File: src/shared/uregm_pkg.sv
`default_nettype none
package uregm_pkg;

	// ============================================================
	// Register offsets
	localparam logic [2:0] OFS_DATA = 3'h0;
	localparam logic [2:0] OFS_IEN  = 3'h1;
	localparam logic [2:0] OFS_IID  = 3'h2;
	localparam logic [2:0] OFS_LFC  = 3'h3;
	localparam logic [2:0] OFS_HSC  = 3'h4;
	localparam logic [2:0] OFS_LST  = 3'h5;
	localparam logic [2:0] OFS_HST  = 3'h6;
	localparam logic [2:0] OFS_SCR  = 3'h7;

	// ============================================================
	// Field positions
	localparam int IEN_RX     = 0;
	localparam int IEN_TX     = 1;
	localparam int IEN_LINE   = 2;
	localparam int IEN_MODEM  = 3;
	localparam int QC_ENABLE  = 0;
	localparam int QC_RXCLR   = 1;
	localparam int QC_TXCLR   = 2;
	localparam int HSC_DTR    = 0;
	localparam int HSC_RTS    = 1;
	localparam int PS_IR      = 6;

	// ============================================================
	// Reset values
	localparam logic [7:0] LFC_RST = 8'h00;
	localparam logic [3:0] IEN_RST = 4'h0;
	localparam logic [5:0] HSC_RST = 6'h00;
	localparam logic [1:0] TRIG_RST = 2'h0;

	// ============================================================
	// Timing and encodings
	localparam logic [3:0] OVS_LAST  = 4'hf;
	localparam logic [3:0] OVS_MID   = 4'h7;
	localparam logic [4:0] IR_PULSE  = 5'h03;
	localparam logic [9:0] TIMEOUT_TICKS = 10'h280;
	localparam logic [3:0] IID_NONE  = 4'h1;
	localparam logic [3:0] IID_LINE  = 4'h6;
	localparam logic [3:0] IID_RX    = 4'h4;
	localparam logic [3:0] IID_TOUT  = 4'hc;
	localparam logic [3:0] IID_TX    = 4'h2;
	localparam logic [3:0] IID_MODEM = 4'h0;

	typedef struct packed {
		logic       divsel;
		logic       brk;
		logic       stick;
		logic       even;
		logic       pen;
		logic       stb;
		logic [1:0] wls;
	} uregm_lfc_type;

	typedef struct packed {
		logic bi;
		logic fe;
		logic pe;
		logic oe;
	} uregm_lerr_type;

	typedef enum logic [2:0] {
		SER_IDLE, SER_START, SER_DATA, SER_PAR, SER_STOP
	} uregm_ser_type;

endpackage
`default_nettype wire

File: src/design/uregm_top.sv
`timescale 1ns/10ps
`default_nettype none

module uregm_top #(
	parameter int DEPTH = 16,
	parameter int AW    = 4
) (
	input  wire logic       CLK,
	input  wire logic       RST,
	input  wire logic [2:0] ADDR,
	input  wire logic       RD_STB,
	input  wire logic       WR_STB,
	input  wire logic [7:0] D_IN,
	output var  logic [7:0] D_OUT,
	output var  logic       D_OE,
	input  wire logic       SERIAL_INPUT,
	output var  logic       SERIAL_OUTPUT,
	input  wire logic       CTS_N,
	input  wire logic       DSR_N,
	input  wire logic       RI_N,
	input  wire logic       DCD_N,
	output var  logic       DTR_N,
	output var  logic       RTS_N,
	output var  logic       INTRPT
);

	localparam logic [AW:0] CAP = (AW+1)'(DEPTH);

	// ============================================================
	// Register file
	uregm_pkg::uregm_lfc_type lfc_q;
	logic [3:0]  ien_q;
	logic        qen_q;
	logic [1:0]  trig_q;
	logic [5:0]  hsc_q;
	logic [7:0]  scr_q;
	logic [6:0]  ps_q;
	logic [15:0] div_q;
	logic        rx_clr;
	logic        tx_clr;

	wire divsel  = lfc_q.divsel;
	wire wr_data = WR_STB && ADDR == uregm_pkg::OFS_DATA && !divsel;
	wire rd_data = RD_STB && ADDR == uregm_pkg::OFS_DATA && !divsel;
	wire rd_iid  = RD_STB && ADDR == uregm_pkg::OFS_IID;
	wire rd_lst  = RD_STB && ADDR == uregm_pkg::OFS_LST;
	wire rd_hst  = RD_STB && ADDR == uregm_pkg::OFS_HST;
	wire wr_qc   = WR_STB && ADDR == uregm_pkg::OFS_IID;

	// Changing the enable bit flushes both queues
	assign rx_clr = wr_qc && ((D_IN[uregm_pkg::QC_ENABLE] != qen_q) ||
		(D_IN[uregm_pkg::QC_ENABLE] && D_IN[uregm_pkg::QC_RXCLR]));
	assign tx_clr = wr_qc && ((D_IN[uregm_pkg::QC_ENABLE] != qen_q) ||
		(D_IN[uregm_pkg::QC_ENABLE] && D_IN[uregm_pkg::QC_TXCLR]));

	always_ff @(posedge CLK or posedge RST) begin
		if (RST) begin
			lfc_q  <= uregm_pkg::uregm_lfc_type'(uregm_pkg::LFC_RST);
			ien_q  <= uregm_pkg::IEN_RST;
			qen_q  <= 1'b0;
			trig_q <= uregm_pkg::TRIG_RST;
			hsc_q  <= uregm_pkg::HSC_RST;
		end else if (WR_STB) begin
			case (ADDR)
				uregm_pkg::OFS_IEN: if (!divsel) ien_q <= D_IN[3:0];
				uregm_pkg::OFS_IID: begin
					qen_q <= D_IN[uregm_pkg::QC_ENABLE];
					// Other fields only take with the enable bit set
					if (D_IN[uregm_pkg::QC_ENABLE]) trig_q <= D_IN[7:6];
				end
				uregm_pkg::OFS_LFC: lfc_q <= uregm_pkg::uregm_lfc_type'(D_IN);
				uregm_pkg::OFS_HSC: hsc_q <= D_IN[5:0];
				default: ;
			endcase
		end
	end

	// Divisors, scratch and prescale survive reset by design
	always_ff @(posedge CLK) begin
		if (WR_STB && divsel && ADDR == uregm_pkg::OFS_DATA) begin
			div_q[7:0] <= D_IN;
		end
		if (WR_STB && divsel && ADDR == uregm_pkg::OFS_IEN) begin
			div_q[15:8] <= D_IN;
		end
		if (WR_STB && ADDR == uregm_pkg::OFS_SCR) begin
			if (divsel) ps_q <= D_IN[6:0];
			else scr_q <= D_IN;
		end
	end

	// ============================================================
	// Prescaler and 16x tick
	logic [5:0]  ps_cnt_q;
	logic [15:0] div_cnt_q;
	logic        tick_q;
	wire  [5:0]  ps_m1 = (ps_q[5:0] == 6'h00) ? 6'h00 : ps_q[5:0] - 6'h01;
	wire         ps_tick = ps_cnt_q == 6'h00;
	wire         baud_wr = WR_STB && divsel &&
		(ADDR == uregm_pkg::OFS_DATA || ADDR == uregm_pkg::OFS_IEN ||
		ADDR == uregm_pkg::OFS_SCR);

	always_ff @(posedge CLK or posedge RST) begin
		if (RST) begin
			ps_cnt_q  <= 6'h00;
			div_cnt_q <= 16'h0000;
			tick_q    <= 1'b0;
		end else if (baud_wr) begin
			// Restart on any rate write: the rate fields are not reset,
			// so the divider only becomes defined once they are written
			ps_cnt_q  <= 6'h00;
			div_cnt_q <= 16'h0000;
			tick_q    <= 1'b0;
		end else begin
			tick_q   <= 1'b0;
			ps_cnt_q <= ps_tick ? ps_m1 : ps_cnt_q - 6'h01;
			if (ps_tick) begin
				if (div_cnt_q <= 16'h0001) begin
					div_cnt_q <= div_q;
					// A zero divisor stops the line clock
					tick_q    <= div_q != 16'h0000;
				end else begin
					div_cnt_q <= div_cnt_q - 16'h0001;
				end
			end
		end
	end

	// ============================================================
	// Character format helpers
	wire [3:0] nbits = 4'h5 + {2'h0, lfc_q.wls};
	wire [7:0] dmask = 8'hff >> (4'h8 - nbits);

	function automatic logic par_of(input logic [7:0] d,
		input uregm_pkg::uregm_lfc_type f);
		par_of = f.stick ? !f.even : (f.even ? ^d : ~^d);
	endfunction

	// ============================================================
	// Receiver
	uregm_pkg::uregm_ser_type rx_st_q;
	logic [3:0] rx_tk_q;
	logic [3:0] rx_bit_q;
	logic [7:0] rx_sh_q;
	logic       rx_pok_q;
	logic       rx_prev_q;
	logic       rx_done_q;
	logic [7:0] rx_word_q;
	uregm_pkg::uregm_lerr_type rx_err_q;
	wire        rx_in = SERIAL_INPUT;

	always_ff @(posedge CLK or posedge RST) begin
		if (RST) begin
			rx_st_q   <= uregm_pkg::SER_IDLE;
			rx_tk_q   <= 4'h0;
			rx_bit_q  <= 4'h0;
			rx_sh_q   <= 8'h00;
			rx_pok_q  <= 1'b1;
			rx_prev_q <= 1'b1;
			rx_done_q <= 1'b0;
			rx_word_q <= 8'h00;
			rx_err_q  <= '0;
		end else begin
			rx_done_q <= 1'b0;
			if (tick_q) begin
				rx_prev_q <= rx_in;
				rx_tk_q   <= rx_tk_q + 4'h1;
				case (rx_st_q)
					uregm_pkg::SER_IDLE: if (!rx_in && rx_prev_q) begin
						rx_st_q <= uregm_pkg::SER_START;
						rx_tk_q <= 4'h0;
					end
					uregm_pkg::SER_START: if (rx_tk_q == uregm_pkg::OVS_MID) begin
						// False start: line back high at mid-bit
						rx_st_q  <= rx_in ? uregm_pkg::SER_IDLE : uregm_pkg::SER_DATA;
						rx_tk_q  <= 4'h0;
						rx_bit_q <= 4'h0;
						rx_sh_q  <= 8'h00;
					end
					uregm_pkg::SER_DATA: if (rx_tk_q == uregm_pkg::OVS_LAST) begin
						rx_sh_q  <= {rx_in, rx_sh_q[7:1]};
						rx_bit_q <= rx_bit_q + 4'h1;
						if (rx_bit_q == nbits - 4'h1) begin
							rx_st_q <= lfc_q.pen ? uregm_pkg::SER_PAR : uregm_pkg::SER_STOP;
						end
					end
					uregm_pkg::SER_PAR: if (rx_tk_q == uregm_pkg::OVS_LAST) begin
						rx_pok_q <= rx_in == par_of(rx_sh_q >> (4'h8 - nbits), lfc_q);
						rx_st_q  <= uregm_pkg::SER_STOP;
					end
					uregm_pkg::SER_STOP: if (rx_tk_q == uregm_pkg::OVS_LAST) begin
						rx_word_q   <= rx_sh_q >> (4'h8 - nbits);
						rx_err_q.pe <= lfc_q.pen && !rx_pok_q;
						rx_err_q.fe <= !rx_in;
						rx_err_q.bi <= !rx_in && rx_sh_q == 8'h00;
						rx_done_q   <= 1'b1;
						rx_pok_q    <= 1'b1;
						rx_st_q     <= uregm_pkg::SER_IDLE;
					end
					default: rx_st_q <= uregm_pkg::SER_IDLE;
				endcase
			end
		end
	end

	// ============================================================
	// Receive queue, one deep without FIFO mode
	logic [7:0]    rx_mem [DEPTH];
	logic [AW-1:0] rx_wp_q;
	logic [AW-1:0] rx_rp_q;
	logic [AW:0]   rx_cnt_q;
	wire [AW:0]    rx_cap  = qen_q ? CAP : (AW+1)'(1);
	wire           rx_full = rx_cnt_q >= rx_cap;
	wire           rx_push = rx_done_q && !rx_full;
	wire           rx_pop  = rd_data && rx_cnt_q != '0;

	always_ff @(posedge CLK) begin
		if (rx_push) rx_mem[rx_wp_q] <= rx_word_q;
	end

	always_ff @(posedge CLK or posedge RST) begin
		if (RST) begin
			rx_wp_q  <= '0;
			rx_rp_q  <= '0;
			rx_cnt_q <= '0;
		end else if (rx_clr) begin
			rx_wp_q  <= '0;
			rx_rp_q  <= '0;
			rx_cnt_q <= '0;
		end else begin
			if (rx_push) rx_wp_q <= rx_wp_q + AW'(1);
			if (rx_pop) rx_rp_q <= rx_rp_q + AW'(1);
			rx_cnt_q <= rx_cnt_q + (AW+1)'(rx_push) - (AW+1)'(rx_pop);
		end
	end

	// Idle timer for the character timeout indication
	logic [9:0] tout_q;
	wire        tout_hit = qen_q && tout_q >= uregm_pkg::TIMEOUT_TICKS;

	always_ff @(posedge CLK or posedge RST) begin
		if (RST) tout_q <= '0;
		else if (rx_push || rx_pop || rx_cnt_q == '0) tout_q <= '0;
		else if (tick_q && !tout_hit) tout_q <= tout_q + 10'h001;
	end

	// ============================================================
	// Transmit queue and shifter
	logic [7:0]    tx_mem [DEPTH];
	logic [AW-1:0] tx_wp_q;
	logic [AW-1:0] tx_rp_q;
	logic [AW:0]   tx_cnt_q;
	uregm_pkg::uregm_ser_type tx_st_q;
	logic [4:0] tx_tk_q;
	logic [3:0] tx_bit_q;
	logic [7:0] tx_sh_q;
	logic       tx_par_q;
	wire [AW:0] tx_cap  = qen_q ? CAP : (AW+1)'(1);
	wire        tx_push = wr_data && tx_cnt_q < tx_cap;
	wire        tx_load = tx_st_q == uregm_pkg::SER_IDLE && tx_cnt_q != '0;
	wire [4:0]  stop_end = !lfc_q.stb ? 5'h0f : (lfc_q.wls == 2'h0 ? 5'h17 : 5'h1f);
	wire [7:0]  tx_next = tx_mem[tx_rp_q] & dmask;

	always_ff @(posedge CLK) begin
		if (tx_push) tx_mem[tx_wp_q] <= D_IN;
	end

	always_ff @(posedge CLK or posedge RST) begin
		if (RST) begin
			tx_wp_q  <= '0;
			tx_rp_q  <= '0;
			tx_cnt_q <= '0;
		end else if (tx_clr) begin
			tx_wp_q  <= '0;
			tx_rp_q  <= '0;
			tx_cnt_q <= '0;
		end else begin
			if (tx_push) tx_wp_q <= tx_wp_q + AW'(1);
			if (tx_load) tx_rp_q <= tx_rp_q + AW'(1);
			tx_cnt_q <= tx_cnt_q + (AW+1)'(tx_push) - (AW+1)'(tx_load);
		end
	end

	always_ff @(posedge CLK or posedge RST) begin
		if (RST) begin
			tx_st_q  <= uregm_pkg::SER_IDLE;
			tx_tk_q  <= 5'h00;
			tx_bit_q <= 4'h0;
			tx_sh_q  <= 8'h00;
			tx_par_q <= 1'b0;
		end else if (tx_load) begin
			tx_st_q  <= uregm_pkg::SER_START;
			tx_tk_q  <= 5'h00;
			tx_sh_q  <= tx_next;
			tx_par_q <= par_of(tx_next, lfc_q);
		end else if (tick_q) begin
			tx_tk_q <= (tx_tk_q == 5'h0f && tx_st_q != uregm_pkg::SER_STOP) ?
				5'h00 : tx_tk_q + 5'h01;
			case (tx_st_q)
				uregm_pkg::SER_START: if (tx_tk_q == 5'h0f) begin
					tx_st_q  <= uregm_pkg::SER_DATA;
					tx_bit_q <= 4'h0;
				end
				uregm_pkg::SER_DATA: if (tx_tk_q == 5'h0f) begin
					tx_sh_q  <= {1'b0, tx_sh_q[7:1]};
					tx_bit_q <= tx_bit_q + 4'h1;
					if (tx_bit_q == nbits - 4'h1) begin
						tx_st_q <= lfc_q.pen ? uregm_pkg::SER_PAR : uregm_pkg::SER_STOP;
					end
				end
				uregm_pkg::SER_PAR: if (tx_tk_q == 5'h0f) tx_st_q <= uregm_pkg::SER_STOP;
				uregm_pkg::SER_STOP: if (tx_tk_q == stop_end) begin
					tx_st_q <= uregm_pkg::SER_IDLE;
					tx_tk_q <= 5'h00;
				end
				default: ;
			endcase
		end
	end

	logic tx_line;
	always_comb begin
		case (tx_st_q)
			uregm_pkg::SER_START: tx_line = 1'b0;
			uregm_pkg::SER_DATA:  tx_line = tx_sh_q[0];
			uregm_pkg::SER_PAR:   tx_line = tx_par_q;
			default:              tx_line = 1'b1;
		endcase
	end

	// Infrared: a short high pulse marks each zero bit
	wire line_eff = tx_line && !lfc_q.brk;
	wire ir_out   = !line_eff && tx_tk_q < uregm_pkg::IR_PULSE;

	always_ff @(posedge CLK or posedge RST) begin
		if (RST) SERIAL_OUTPUT <= 1'b1;
		else SERIAL_OUTPUT <= ps_q[uregm_pkg::PS_IR] ? ir_out : line_eff;
	end

	// ============================================================
	// Line and handshake status, sticky flags: set wins
	uregm_pkg::uregm_lerr_type lerr_q;
	logic [3:0] hdelta_q;
	logic [3:0] hlev_q;
	logic       holding_empty_flag_int_q;
	logic       holding_empty_flag_prev_q;
	wire        holding_empty_flag = tx_cnt_q == '0;
	wire        temt = holding_empty_flag && tx_st_q == uregm_pkg::SER_IDLE;
	wire [3:0]  hlev = {~DCD_N, ~RI_N, ~DSR_N, ~CTS_N};
	wire [3:0]  hchg = {hlev[3] ^ hlev_q[3], !hlev[2] && hlev_q[2],
		hlev[1] ^ hlev_q[1], hlev[0] ^ hlev_q[0]};
	wire [3:0]  lerr_new = {rx_err_q.bi, rx_err_q.fe, rx_err_q.pe, 1'b0} &
		{4{rx_done_q}} | {3'h0, rx_done_q && rx_full};

	always_ff @(posedge CLK or posedge RST) begin
		if (RST) begin
			lerr_q   <= '0;
			hdelta_q <= 4'h0;
			hlev_q   <= 4'h0;
		end else begin
			hlev_q   <= hlev;
			lerr_q   <= (rd_lst ? '0 : lerr_q) | lerr_new;
			hdelta_q <= (rd_hst ? 4'h0 : hdelta_q) | hchg;
		end
	end

	// ============================================================
	// Interrupt identity with fixed priority
	logic [4:0] trig_lvl;
	always_comb begin
		case (trig_q)
			2'h0:    trig_lvl = 5'h01;
			2'h1:    trig_lvl = 5'h04;
			2'h2:    trig_lvl = 5'h08;
			default: trig_lvl = 5'h0e;
		endcase
	end

	wire ls_int  = ien_q[uregm_pkg::IEN_LINE] && lerr_q != '0;
	wire rx_lvl  = qen_q ? (5'(rx_cnt_q) >= trig_lvl) : rx_cnt_q != '0;
	wire rx_int  = ien_q[uregm_pkg::IEN_RX] && rx_lvl;
	wire to_int  = ien_q[uregm_pkg::IEN_RX] && tout_hit;
	wire tx_int  = ien_q[uregm_pkg::IEN_TX] && holding_empty_flag_int_q;
	wire hs_int  = ien_q[uregm_pkg::IEN_MODEM] && hdelta_q != 4'h0;
	wire int_any = ls_int || rx_int || to_int || tx_int || hs_int;

	logic [3:0] iid;
	always_comb begin
		if (ls_int) iid = uregm_pkg::IID_LINE;
		else if (rx_int) iid = uregm_pkg::IID_RX;
		else if (to_int) iid = uregm_pkg::IID_TOUT;
		else if (tx_int) iid = uregm_pkg::IID_TX;
		else if (hs_int) iid = uregm_pkg::IID_MODEM;
		else iid = uregm_pkg::IID_NONE;
	end

	// Empty flag fires on each fall to empty; the write or an identity
	// read that reports it clears it, a same-cycle refill re-arms it
	wire holding_empty_flag_set = (holding_empty_flag && !holding_empty_flag_prev_q) ||
		(WR_STB && ADDR == uregm_pkg::OFS_IEN && !divsel &&
		D_IN[uregm_pkg::IEN_TX] && !ien_q[uregm_pkg::IEN_TX] && holding_empty_flag);
	wire holding_empty_flag_clr = wr_data || (rd_iid && iid == uregm_pkg::IID_TX);

	always_ff @(posedge CLK or posedge RST) begin
		if (RST) begin
			holding_empty_flag_int_q  <= 1'b0;
			holding_empty_flag_prev_q <= 1'b1;
			INTRPT      <= 1'b0;
		end else begin
			holding_empty_flag_prev_q <= holding_empty_flag;
			holding_empty_flag_int_q  <= holding_empty_flag_set || (holding_empty_flag_int_q && !holding_empty_flag_clr);
			INTRPT      <= int_any;
		end
	end

	always_ff @(posedge CLK or posedge RST) begin
		if (RST) begin
			DTR_N <= 1'b1;
			RTS_N <= 1'b1;
		end else begin
			DTR_N <= !hsc_q[uregm_pkg::HSC_DTR];
			RTS_N <= !hsc_q[uregm_pkg::HSC_RTS];
		end
	end

	// ============================================================
	// Read data path, answered one cycle after the strobe
	logic [7:0] rdata;
	always_comb begin
		case (ADDR)
			uregm_pkg::OFS_DATA: rdata = divsel ? div_q[7:0] : rx_mem[rx_rp_q];
			uregm_pkg::OFS_IEN:  rdata = divsel ? div_q[15:8] : {4'h0, ien_q};
			uregm_pkg::OFS_IID:  rdata = {{2{qen_q}}, 2'h0, iid};
			uregm_pkg::OFS_LFC:  rdata = lfc_q;
			uregm_pkg::OFS_HSC:  rdata = {2'h0, hsc_q};
			uregm_pkg::OFS_LST:  rdata = {qen_q && lerr_q[3:1] != 3'h0, temt, holding_empty_flag,
				lerr_q, rx_cnt_q != '0};
			uregm_pkg::OFS_HST:  rdata = {hlev, hdelta_q};
			default:             rdata = divsel ? {1'b0, ps_q} : scr_q;
		endcase
	end

	always_ff @(posedge CLK or posedge RST) begin
		if (RST) begin
			D_OUT <= 8'h00;
			D_OE  <= 1'b0;
		end else begin
			D_OE <= RD_STB;
			if (RD_STB) D_OUT <= rdata;
		end
	end

	// ============================================================
	// Checks
	iid_compat_bits_a: assert property (@(posedge CLK) disable iff (RST)
		rd_iid && !qen_q && !wr_qc |=> D_OUT[7:6] == 2'h0 && !D_OUT[3])
		else $error("Compatibility identity bits not zero");
	iid_pending_bit_a: assert property (@(posedge CLK) disable iff (RST)
		rd_iid |=> D_OUT[0] == !$past(int_any))
		else $error("Identity pending bit wrong");
	ien_upper_zero_a: assert property (@(posedge CLK) disable iff (RST)
		RD_STB && ADDR == uregm_pkg::OFS_IEN && !divsel |=> D_OUT[7:4] == 4'h0)
		else $error("Enable upper bits not zero");
	rx_depth_a: assert property (@(posedge CLK) disable iff (RST)
		rx_cnt_q <= CAP)
		else $error("Receive queue over depth");
	rx_push_count_a: assert property (@(posedge CLK) disable iff (RST)
		rx_done_q && !rx_full && !rx_pop && !rx_clr |=>
		rx_cnt_q == $past(rx_cnt_q) + 1'b1)
		else $error("Received character not queued");
	rx_read_clears_a: assert property (@(posedge CLK) disable iff (RST)
		!qen_q && rd_data && !rx_done_q && !wr_qc |=> !rx_int ##1
		(!INTRPT || rx_done_q ||
		$past(ls_int || to_int || tx_int || hs_int)))
		else $error("Buffer read left receive interrupt");
	rx_int_raise_a: assert property (@(posedge CLK) disable iff (RST)
		!qen_q && ien_q[0] && !ls_int && rx_cnt_q != '0 |-> iid == uregm_pkg::IID_RX)
		else $error("Receive interrupt not raised");
	tx_idle_load_a: assert property (@(posedge CLK) disable iff (RST)
		tx_st_q != uregm_pkg::SER_IDLE && !tx_clr && !tx_push |=>
		tx_cnt_q == $past(tx_cnt_q))
		else $error("Holding moved while shifter busy");
	holding_empty_flag_write_clr_a: assert property (@(posedge CLK) disable iff (RST)
		wr_data && !holding_empty_flag_set |=> !holding_empty_flag_int_q)
		else $error("Write did not clear empty interrupt");
	tx_start_low_a: assert property (@(posedge CLK) disable iff (RST)
		tx_load && !ps_q[6] |=> ##1 !SERIAL_OUTPUT [*2])
		else $error("Start bit not driven low");

	rx_char_c: cover property (@(posedge CLK) disable iff (RST) rx_push);
	tx_char_c: cover property (@(posedge CLK) disable iff (RST)
		tx_st_q == uregm_pkg::SER_STOP ##1 tx_st_q == uregm_pkg::SER_IDLE);
	timeout_c: cover property (@(posedge CLK) disable iff (RST) to_int);
	ir_mode_c: cover property (@(posedge CLK) disable iff (RST)
		ps_q[6] && tx_st_q == uregm_pkg::SER_DATA);

endmodule

`default_nettype wire

File: config.mk
export PLATFORM = sky130hd
export DESIGN_NAME = uregm_top
export DESIGN_NICKNAME = d
export VERILOG_FILES = /design/src/shared/uregm_pkg.sv /design/src/design/uregm_top.sv
export SDC_FILE = /design/constraint.sdc
export NUM_CORES = 1
export LEC_CHECK = 0
export BUFFER_PORTS_ARGS = -buffer_cell sky130_fd_sc_hd__buf_4
export CORE_MARGIN = 2
export CORE_UTILIZATION = 55
export DETAILED_ROUTE_END_ITERATION = 8
export PLACE_DENSITY = 0.74
export SLEW_MARGIN = 40
export SYNTH_ARGS = -nofsm -noshare
export SYNTH_HDL_FRONTEND = slang
export SYNTH_SLANG_ARGS = --single-unit
File: constraint.sdc
create_clock -name CLK -period 15.2 [get_ports CLK]
set_input_delay 3.04 -clock CLK [delete_from_list [all_inputs] [get_ports CLK]]
set_output_delay 3.04 -clock CLK [all_outputs]
set_load 0.1 [all_outputs]
==> results.yml <==
status:
  run_status: "completed"
layout:
  stdcell_count: 2024
  final_util: 0.616
  layout_commonest_cell: "edfxtp_1"
  fin_nets: 1590
  drive_gt1_frac: 0.146
  final_cell_mix: "edfxtp_1, dfrtp_1, nand2_1"
  areaGrowthSynthToFinish_pct: 10.6
  antennaDiodeCount: 0
  fill_cells: 2711
route:
  dr_total_vias: 12443
  drt-total-wl_mm: 45.6
  drt_iter0_drc: 1241
  drcViolationCount: 0
  first_pass_iters: 6
  final_antenna_net_count: 0
  vias_per_cell: 6.15
  wl_per_cell_um: 22.5
hold_path:
  hold_class: "flip-flop to flip-flop"
clock_tree:
  cts_setup_buffers: 0
  clk_latency_ns: 0.59
  clock_tree.buffer_depth: 3
  cts-resized-gates: 0
  cts.sinks: 448
  clk_pin_slew_worst_paths_ns: 0.06
  cts_hold_buf: 0
  root_buffer: "clkbuf_16"
  cts_tree: "yes"
  numCtsBuffers: 47
  htree_levels: 2
grt:
  grt_usage: 0.241
  grt_max_degree: 98
  grt_pass1_wl_mm: 70.7
  grt_antenna_before_repair: 0
  gr-total-overflow: 0
  first_global_vias: 12291
sta:
  clock-skew-final_ns: 0.0188
  drv_slew: 0
  fin_crit_ns: 5.58
  relSlewSlack: 0.447
  finalCritPeriodShare: 0.367
  fmaxAchievable_ghz: 0.179
  worstMarginPinSlew_ns: 0.827
  hold_violations: 0
  grt_setup_unrepaired: "false"
  setup_violations: 0
  fin_setup_tns_ns: 0
die:
  dieArea_um2: 38600
  core-area_um2: 36500
  top_level_ports: 33
  row_count: 70
  die_h_um: 196
  start_util: 0.557
  die_w_um: 196
logic_synthesis:
  synth_warnings: 0
  synth_seq_cells: 448
  postSynthCellCount: 1494
  syn_nets: 1566
  ys_seq_area_frac: 0.622
  synth_flop_cell: "edfxtp_1"
  yosys.area.top_type: "edfxtp_1"
  synth_area_um2: 20400
  avgSynthCellArea_um2: 13.6
  synth_edf_count: 287
  netlist_top_cells_area: "edfxtp_1, dfrtp_1, mux4_2"
  async_flop_share: 0.359
  synth_cell_types: 71
  yosysTopAreaCellShare: 0.423
critical_path:
  crit_path_top_delay_cell: "a211oi_2"
  path_cells: "buf_4 -> nor3_1 -> nand2_1 -> a211oi_2 -> inv_1 -> ha_1 -> inv_1 -> ha_1 -> fa_1 -> a21oi_1 -> nor2_1 -> or3_1 -> a21oi_1"
  cp_max_fo: 24
  crit_required_ns: 15.70
  crit_arrival_ns: 6.08
  rrSetupSlack_ns: 11.24
  max_stage_delay_ns: 0.52
  start_kind: "input pin"
  path_delay_family: "adder cells"
  critPathBufInv: 3
  crit_type: "input pin to flip-flop"
  cp-end-kind: "flip-flop"
power_and_ir_drop:
  power.leakage_nw: 8.03
  p_per_area_nw_per_um2: 143
  vdd_ir_drop_max_uv: 106
place:
  detailed_place_hpwl_mm: 29.9
  dp.cells: 1936
  place.gp.congestion: 0.931
  port_buffers: 32
job:
  cap_violations: 0
[synth_stat cells (29+ instances only)]
| cell | count |
|---|---|
| a21oi_1 | 56 |
| and2_1 | 30 |
| clkbuf_1 | 48 |
| dfrtp_1 | 155 |
| edfxtp_1 | 287 |
| ha_1 | 50 |
| inv_1 | 56 |
| mux2_2 | 33 |
| mux2i_1 | 38 |
| mux4_2 | 58 |
| nand2_1 | 116 |
| nand3_1 | 31 |
| nor2_1 | 117 |
| o21ai_0 | 67 |
| xor2_1 | 29 |
[where the power goes]
part           internal [mW]  total, mW  switching [mW]
clock                  0.639       1.11           0.472
sequential              1.38       1.47          0.0914
combinational          0.256      0.646           0.390
total                   2.27       3.22           0.953
[final timing paths]
kind	start	end	cells past startpoint
max	ADDR[0]	tx_cnt_q[4]	13
min	hsc_q[1]	RTS_N	1
max reg2reg	qen_q	rx_cnt_q[4]	14
min reg2reg	hsc_q[1]	RTS_N	1
max in group asynchronous	RST	div_cnt_q[0]	3
min in group asynchronous	RST	rx_tk_q[1]	2
[logic make-up (layout without fill, tap and decap cells)]
group / count (synthesis) / count (layout) / share of synthesized area
AO/OA/AOI/OAI: 251 / 251 / 0.0829
XOR/XNOR: 58 / 58 / 0.0270
buffers and inverters: 132 / 194 / 0.0269
adder cells (fa/ha/maj): 52 / 52 / 0.0327
AND/OR/NAND/NOR: 417 / 417 / 0.0986
flip-flops: 448 / 448 / 0.622
multiplexers: 136 / 136 / 0.110
[per-stage QoR]
| step | worst slack, ns | hold WS (ns) | total power, mW | area (µm²) |
|---|---|---|---|---|
| global route | 9.33 | 0.435 | 3.36 | 22500 |
| finish | 9.62 | 0.421 | 3.22 | 22500 |
| global placement | 8.82 | 0.404 | 2.10 | 21000 |
| detailed placement | 8.72 | 0.403 | 2.12 | 21000 |
| floorplan | 7.82 | 0.353 | 1.96 | 20400 |
| CTS | 9.32 | 0.412 | 3.24 | 22500 |
[final cells by class]
cell class	instances	area, µm²	area share
flip-flops and latches	448	12700	0.562
repair buffers	45	354	0.0157
clock inverters	21	189	0.00839
clock buffers	66	1310	0.0582
multi-input cells	914	7170	0.319
inverters	62	240	0.0107
well taps	468	586	0.0260
[flip-flops by register name, summed over array words and instances, names as in the netlist, 5 cells and up]
signal / count
rx_mem: 128
hsc_q: 6
div_q: 16
rx_word_q: 8
ps_cnt_q: 6
tx_tk_q: 5
div_cnt_q: 16
tx_sh_q: 8
D_OUT: 8
tout_q: 10
rx_sh_q: 8
tx_cnt_q: 5
ps_q: 7
scr_q: 8
lfc_q: 7
rx_cnt_q: 5
tx_mem: 128
[layer usage]
metal / up-vias / global-route usage / wire length [µm]
met5: - / 0 / 0
met4: 0 / 0.0777 / 1050
met3: 75 / 0.0399 / 3300
met2: 463 / 0.392 / 22000
met1: 6241 / 0.336 / 19300
li1: 5664 / - / -
[worst register-to-register path, stage by stage, from the launching register on]
cell and delay, ns:
dfrtp_1 0.54, inv_1 0.22, ha_1 0.33, nand3_1 0.09
o2111ai_1 0.12, a21oi_1 0.20, and2_1 0.30, clkinv_1 0.32
ha_1 0.38, ha_1 0.22, fa_1 0.41, a21oi_1 0.19
nor2_1 0.08, or3_1 0.35, a21oi_1 0.14
No activity file was read; power rests on OpenSTA's default activity.
